--- config.mk ---
export PLATFORM = sky130hd
export DESIGN_NAME = tte_top
export DESIGN_NICKNAME = d
export VERILOG_FILES = /design/src/tte_pkg.sv /design/src/tte_edge_detect.sv /design/src/tte_w1c_flags.sv /design/src/tte_top.sv
export SDC_FILE = /design/constraint.sdc
export NUM_CORES = 1
export LEC_CHECK = 0
export BUFFER_PORTS_ARGS = -buffer_cell sky130_fd_sc_hd__buf_2
export CAP_MARGIN = 25
export CORE_ASPECT_RATIO = 0.75
export CORE_UTILIZATION = 52
export DETAILED_ROUTE_END_ITERATION = 8
export GPL_TIMING_DRIVEN = 0
export PLACE_DENSITY = 0.79
export SLEW_MARGIN = 20
export SYNTH_ARGS = -nofsm -noshare
export SYNTH_HDL_FRONTEND = slang
export SYNTH_SLANG_ARGS = --single-unit
--- constraint.sdc ---
create_clock -name sysClk -period 1.9 [get_ports sysClk]
set_input_delay 0.095 -clock sysClk [delete_from_list [all_inputs] [get_ports sysClk]]
set_output_delay 0.095 -clock sysClk [all_outputs]
set_load 0.01 [all_outputs]
--- src/tte_pkg.sv ---
`default_nettype none
package tte_pkg;
  localparam int          TRIP_COUNT     = 6;
  localparam int          ADDR_WIDTH     = 16;
  // trip index inside the comparator vector
  localparam int          TRIP_AUX0      = 0;
  localparam int          TRIP_AUX1      = 1;
  localparam int          TRIP_AUX2      = 2;
  localparam int          TRIP_AUX3      = 3;
  localparam int          TRIP_HOT       = 4;
  localparam int          TRIP_CAT       = 5;
  // flag field positions
  localparam int          RISE_LSB       = 0;
  localparam int          FALL_LSB       = 8;
  // byte addresses
  localparam logic [15:0] OFF_CTRL_LO    = 16'h1041;
  localparam logic [15:0] OFF_CTRL_HI    = 16'h1042;
  localparam logic [15:0] OFF_STAT_LO    = 16'h1044;
  localparam logic [15:0] OFF_STAT_HI    = 16'h1045;
  localparam logic [15:0] OFF_CALTEMP    = 16'h1046;
  localparam logic [15:0] OFF_THOFFSET   = 16'h1047;
  localparam logic [15:0] OFF_RELTEMP    = 16'h1048;
  localparam logic [15:0] OFF_FLAGS_LO   = 16'h105E;
  localparam logic [15:0] OFF_FLAGS_HI   = 16'h105F;
  // reset values
  localparam logic [15:0] RST_CTRL       = 16'h0000;
  localparam logic [15:0] RST_STAT       = 16'h0000;
  localparam logic [7:0]  RST_CALTEMP    = 8'hFF;
  localparam logic [7:0]  RST_THOFFSET   = 8'h00;
  localparam logic [7:0]  RST_RELTEMP    = 8'h00;
  localparam logic [15:0] RST_FLAGS      = 16'h0000;
  localparam logic [7:0]  RD_UNMAPPED    = 8'h00;
endpackage : tte_pkg
`default_nettype wire

--- src/tte_edge_detect.sv ---
`timescale 1ns/1ps
`default_nettype none
module tte_edge_detect #(
  parameter int WIDTH = 6
) (
  input  wire logic             sysClk,
  input  wire logic             resetn,
  input  wire logic [WIDTH-1:0] level,
  output logic      [WIDTH-1:0] risePulse,
  output logic      [WIDTH-1:0] fallPulse
);
  logic [WIDTH-1:0] prev_q;

  // comparators assumed low at reset, so a high level after release reads as a rise
  always_ff @(posedge sysClk) begin
    if (!resetn) begin
      prev_q <= '0;
    end else begin
      prev_q <= level;
    end
  end

  assign risePulse = level & ~prev_q;
  assign fallPulse = ~level & prev_q;
endmodule : tte_edge_detect
`default_nettype wire

--- src/tte_w1c_flags.sv ---
`timescale 1ns/1ps
`default_nettype none
module tte_w1c_flags #(
  parameter int WIDTH = 16
) (
  input  wire logic             sysClk,
  input  wire logic             resetn,
  input  wire logic [WIDTH-1:0] setMask,
  input  wire logic [WIDTH-1:0] clrMask,
  output logic      [WIDTH-1:0] flags_q
);
  logic [WIDTH-1:0] flags_d;

  // set wins over a clear in the same cycle, so no event is lost
  assign flags_d = (flags_q & ~clrMask) | setMask;

  always_ff @(posedge sysClk) begin
    if (!resetn) begin
      flags_q <= '0;
    end else begin
      flags_q <= flags_d;
    end
  end
endmodule : tte_w1c_flags
`default_nettype wire

--- src/tte_top.sv ---
`timescale 1ns/1ps
`default_nettype none
module tte_top (
  input  wire logic                           sysClk,
  input  wire logic                           resetn,
  // trip comparator levels, one per trip point
  input  wire logic [tte_pkg::TRIP_COUNT-1:0] tripLevel,
  input  wire logic [15:0]                    sensorStatusIn,
  input  wire logic [7:0]                     calTempIn,
  input  wire logic [7:0]                     relTempIn,
  input  wire logic                           thermometerEnable,
  // byte-wide register port
  input  wire logic [tte_pkg::ADDR_WIDTH-1:0] regAddr,
  input  wire logic                           regWrite,
  input  wire logic                           regRead,
  input  wire logic [7:0]                     regWdata,
  output logic      [7:0]                     regRdata_q,
  output logic                                regRvalid_q,
  output logic                                hostIntMsg_q,
  output logic      [15:0]                    sensorControl_q,
  output logic      [7:0]                     thermometerOffset_q
);
  import tte_pkg::*;

  logic [TRIP_COUNT-1:0] risePulse;
  logic [TRIP_COUNT-1:0] fallPulse;
  logic [15:0]           flagSet;
  logic [15:0]           flagClr;
  logic [15:0]           flags_q;
  logic [15:0]           sensorStatus_q;
  logic [7:0]            calTemp_q;
  logic [7:0]            relTemp_q;
  logic [7:0]            rdMux;

  function automatic logic hit(input logic [15:0] a, input logic [15:0] off);
    hit = (a == off);
  endfunction : hit

  //////////////////////////////////////////////////////////////////////////////
  // trip events

  tte_edge_detect #(
    .WIDTH (TRIP_COUNT)
  ) uEdge (
    .sysClk    (sysClk),
    .resetn    (resetn),
    .level     (tripLevel),
    .risePulse (risePulse),
    .fallPulse (fallPulse)
  );

  always_comb begin
    flagSet = '0;
    flagSet[RISE_LSB +: TRIP_COUNT] = risePulse;
    flagSet[FALL_LSB +: TRIP_COUNT] = fallPulse;
  end

  // write one to clear, per byte lane; reserved bits never set so they read zero
  always_comb begin
    flagClr = '0;
    if (regWrite && hit(regAddr, OFF_FLAGS_LO)) begin
      flagClr[7:0] = regWdata;
    end
    if (regWrite && hit(regAddr, OFF_FLAGS_HI)) begin
      flagClr[15:8] = regWdata;
    end
  end

  tte_w1c_flags #(
    .WIDTH (16)
  ) uFlags (
    .sysClk  (sysClk),
    .resetn  (resetn),
    .setMask (flagSet),
    .clrMask (flagClr),
    .flags_q (flags_q)
  );

  // one message per cycle with a new rising trip; cause is left in the flags
  always_ff @(posedge sysClk) begin
    if (!resetn) begin
      hostIntMsg_q <= 1'b0;
    end else begin
      hostIntMsg_q <= |risePulse;
    end
  end

  //////////////////////////////////////////////////////////////////////////////
  // mirrored sensor registers

  always_ff @(posedge sysClk) begin
    if (!resetn) begin
      sensorStatus_q <= RST_STAT;
      relTemp_q      <= RST_RELTEMP;
    end else begin
      sensorStatus_q <= sensorStatusIn;
      relTemp_q      <= relTempIn;
    end
  end

  // holds the last reading while the thermometer is off, rather than garbage
  always_ff @(posedge sysClk) begin
    if (!resetn) begin
      calTemp_q <= RST_CALTEMP;
    end else if (thermometerEnable) begin
      calTemp_q <= calTempIn;
    end
  end

  always_ff @(posedge sysClk) begin
    if (!resetn) begin
      thermometerOffset_q <= RST_THOFFSET;
    end else if (regWrite && hit(regAddr, OFF_THOFFSET)) begin
      thermometerOffset_q <= regWdata;
    end
  end

  // field layout unknown here, so every bit is plain read-write
  always_ff @(posedge sysClk) begin
    if (!resetn) begin
      sensorControl_q <= RST_CTRL;
    end else begin
      if (regWrite && hit(regAddr, OFF_CTRL_LO)) begin
        sensorControl_q[7:0] <= regWdata;
      end
      if (regWrite && hit(regAddr, OFF_CTRL_HI)) begin
        sensorControl_q[15:8] <= regWdata;
      end
    end
  end

  //////////////////////////////////////////////////////////////////////////////
  // read path

  always_comb begin
    case (regAddr)
      OFF_CTRL_LO:  rdMux = sensorControl_q[7:0];
      OFF_CTRL_HI:  rdMux = sensorControl_q[15:8];
      OFF_STAT_LO:  rdMux = sensorStatus_q[7:0];
      OFF_STAT_HI:  rdMux = sensorStatus_q[15:8];
      OFF_CALTEMP:  rdMux = calTemp_q;
      OFF_THOFFSET: rdMux = thermometerOffset_q;
      OFF_RELTEMP:  rdMux = relTemp_q;
      OFF_FLAGS_LO: rdMux = flags_q[7:0];
      OFF_FLAGS_HI: rdMux = flags_q[15:8];
      default:      rdMux = RD_UNMAPPED;
    endcase
  end

  always_ff @(posedge sysClk) begin
    if (!resetn) begin
      regRdata_q  <= RD_UNMAPPED;
      regRvalid_q <= 1'b0;
    end else begin
      regRvalid_q <= regRead;
      if (regRead) begin
        regRdata_q <= rdMux;
      end
    end
  end
endmodule : tte_top
`default_nettype wire

==> summary.txt <==
Floorplan
  – Die width: 99.5 um
  – Die ar.: between 7000 and 8000 um2
  – Cell row count: 26
  – Starting Density: between 50 and 60%
  – Total I/O pin count: 101
  – Core Region: about 6900 um2
  – Die height: ~75 um

Critical path
  – Slowest CP cell: buf_2
  – CP dominant cell by count: buf_2
  – CP Cell Sequence: clkbuf_1 -> buf_2 -> buf_2 -> mux2_2 -> a22oi_1 -> a31oi_1
  – Kind of critical path: input pin to flop
  – FF-to-FF path depth: 3
  – Critical Path RT: approximately 2.1 ns
  – RR Startpoint: thermometerOffset_q[2]
  – FF-to-FF setup slack: approximately 0.53 ns
  – CP bufs+invs: 3
  – Reg2reg end: regRdata_q[2]
  – Worst Setup Start Kind: input pin
  – Worst-path fanout max: 10
  – Crit path largest cell delay: slightly below 0.4 ns
  – Crit-path leading delay family: buffers and inverters
  – CP arrival: 1.97 ns
  – Worst setup EP type: flop

STA
  – Post-layout min period: about 1.7 ns
  – Slew Limit Headroom: a little under half
  – RSZ-0062 raised after global routing: no
  – Worst slew pin tran: around 0.8 ns
  – Final worst path period share: between 90% and 100%
  – Count of final max-slew check failures: 0
  – Count of final setup violators: 0
  – Final Skew: approximately 0.012 ns
  – TNS Setup: 0 ns
  – Final WS setup: around 0.16 ns
  – Endpoints failing hold: 0
  – Fmax: 575 MHz

Clock tree
  – Later-pin clock latency in the skew report: 0.36 ns
  – Clock transition at path regs: around 0.09 ns
  – TritonCTS clock tree: built
  – Clk buf depth: 2
  – Total CTS buffers: 9
  – Root buffer cell: clkbuf_8
  – Postcts setup bufs: 0
  – Clock sinks: between 80 and 90
  – H-tree depth: 3

Detailed routing
  – DR WL/cell: around 17 um
  – Vias: 3362
  – DRT antenna net count: 0
  – Drt pass-1 iters: 5
  – Detailed-route DRC error count: 0
  – Vias/cell: about 5.5
  – DR iter-0 viols: roughly 220
  – Final Routed Wirelength: around 11000 um

Synth
  – Cell count after synthesis: 366
  – Post-synthesis cell area: around 3700 um2
  – EDFF count, synth: 0
  – Share of the synthesized area in the top cell type: between 40 and 50%
  – Post-synth net total: around 430
  – Avg Inst Size Synth: 10.1 um2
  – Sequential area share after synthesis: a little under half
  – Yosys cell types: 42
  – Main synth FF type: dfxtp_1
  – Ys async rst share: 0%
  – Synth top area cells: dfxtp_1, mux2i_1, nor2b_1
  – Post-synthesis mux area share: approximately 15%
  – Compound-gate portion of the synthesized area: a little under an eighth
  – Cell accounting for the most synthesized area: dfxtp_1
  – Yosys warning count: 0
  – Largest family of logic cells by synthesized area: simple AND/OR/NAND/NOR gates
  – Adder-Cell Fraction of Synth Area: 0%
  – Post-synthesis simple-gate area fraction: around 23%
  – FF+latch count, synth: 88
  – Xor/xnor cell area share of the yosys netlist: 0%

GRT
  – Gr usage total: between 20 and 30%
  – First-pass GRT wire length: 16600 um
  – Gr ovfl total: 0
  – Largest net degree at the start of global routing: 15
  – Vias in the first global route: ~3300
  – Antenna violations before repair: 0

Power and ir drop
  – Pwr dens: roughly 740 nW/um2
  – Maximum VDD drop: around 0.48 mV
  – Total power: 3.67 mW
  – Static leakage: 2.00 nW

Flow run
  – MaxCap Viol Count: 0

Finish
  – Most frequent cells in the layout: buf_2, dfxtp_1, dlygate4sd3_1
  – Non-Filler Instances: 616
  – Nets: just under 600
  – P&R area growth vs syn: 33.1%
  – Most common cell after layout, fill and taps aside: buf_2
  – Layout cells sized above 1: between 20% and 30%
  – Filler cells: just over 500
  – Antenna Cells: 0
  – Design area: between 4000 and 5000 um2

Worst hold path
  – Tightest Hold Check Type: input pin to flop
  – Hold_sp: regWdata[4]
  – Worst hold stages: 2
  – Hold Path End: uFlags.flags_q[4]

Place
  – Post-placement cell area: roughly 4300 um2
  – Dpl hpwl: about 7200 um
  – Final Wtd Congestion: ~0.83
  – Post-Place Cells: 560
  – # port buffers: 96
  – Worst slack at placement: -0.322 ns

Run status
  – Outcome: complete, no violations
==> through the flow <==
stage               hold WS (ns)  util [%]
finish                    0.0188      71.9
global route             0.00867      71.9
CTS                     0.000903      71.8
detailed placement         0.301      62.8
global placement           0.298      62.8
floorplan                  0.182         -
==> metal layers <==
layer / GRT usage (%) / routed length, um / vias to the layer above / part of all wire (%)
met5: 0 / 0 / - / 0
met4: 8.50 / 107 / 0 / 1.0
met3: 7.52 / 932 / 11 / 8.8
met2: 51.0 / 4960 / 179 / 47
met1: 37.8 / 4600 / 1580 / 43
li1: - / - / 1592 / -
==> power by group <==
| part | internal, mW | switching, mW | leakage [nW] |
|---|---|---|---|
| Sequential | 1.91 | 0.0258 | 0.722 |
| Clock | 0.683 | 0.658 | 0.107 |
| Combinational | 0.213 | 0.181 | 1.17 |
| Total | 2.80 | 0.865 | 2.00 |
==> cell families after synthesis <==
family / after synthesis
simple gates: 142
flops: 88
compound gates: 65
mux: 46
buf+inv: 25
==> how the worst max path moves through the flow <==
| stage | from | end | slack (ns) | cells past startpoint |
|---|---|---|---|---|
| finish | regAddr[0] | regRdata_q[2] | 0.16 | 6 |
| global route | regAddr[0] | regRdata_q[2] | 0.03 | 6 |
| CTS | regAddr[0] | regRdata_q[7] | 0.02 | 6 |
| detailed placement | regAddr[0] | regRdata_q[7] | -0.32 | 6 |
| global placement | regAddr[1] | regRdata_q[7] | -0.27 | 6 |
| floorplan | regAddr[0] | regRdata_q[0] | 0.27 | 5 |
==> cell usage after synthesis (2+ instances only) <==
| cell | count |
|---|---|
| dfxtp_1 | 88 |
| nand2_1 | 34 |
| nor2b_1 | 34 |
| and2_1 | 31 |
| mux2i_1 | 31 |
| a21oi_1 | 15 |
| a31oi_1 | 12 |
| clkbuf_1 | 12 |
| o21ai_0 | 11 |
| mux4_2 | 8 |
| nand2b_1 | 8 |
| nor2_1 | 8 |
| a221oi_1 | 7 |
| a22oi_1 | 7 |
| inv_1 | 7 |
| mux2_2 | 7 |
| a31o_2 | 6 |
| nand3_1 | 6 |
| buf_2 | 4 |
| nor3_1 | 3 |
| a211oi_1 | 2 |
| and3_1 | 2 |
| buf_1 | 2 |
| nor2_2 | 2 |
| nor4_4 | 2 |
==> layout make-up <==
cell class	count	area (um2)	area share [%]
well taps	98	123	2.48
clock inverters	4	52.6	1.06
flip-flops and latches	88	1760	35.7
repair buffers	137	891	18.1
clock buffers	12	155	3.14
inverters	7	26.3	0.532
multi-input cells	253	1860	37.6
plain buffers	17	68.8	1.39
==> registers in the layout, summed over array words and instances, names as in the netlist <==
name,flops
hostIntMsg_q,1
calTemp_q,8
uEdge.prev_q,6
thermometerOffset_q,8
uFlags.flags_q,16
relTemp_q,8
sensorStatus_q,16
regRdata_q,8
regRvalid_q,1
sensorControl_q,16
==> repair_timing <==
item	CTS	global route
endpoints found under the setup margin	0	12
hold buffers	41	0
hold endpoints to repair	42	0
gates resized for setup	0	2
(Power assumes the default switching activity.)
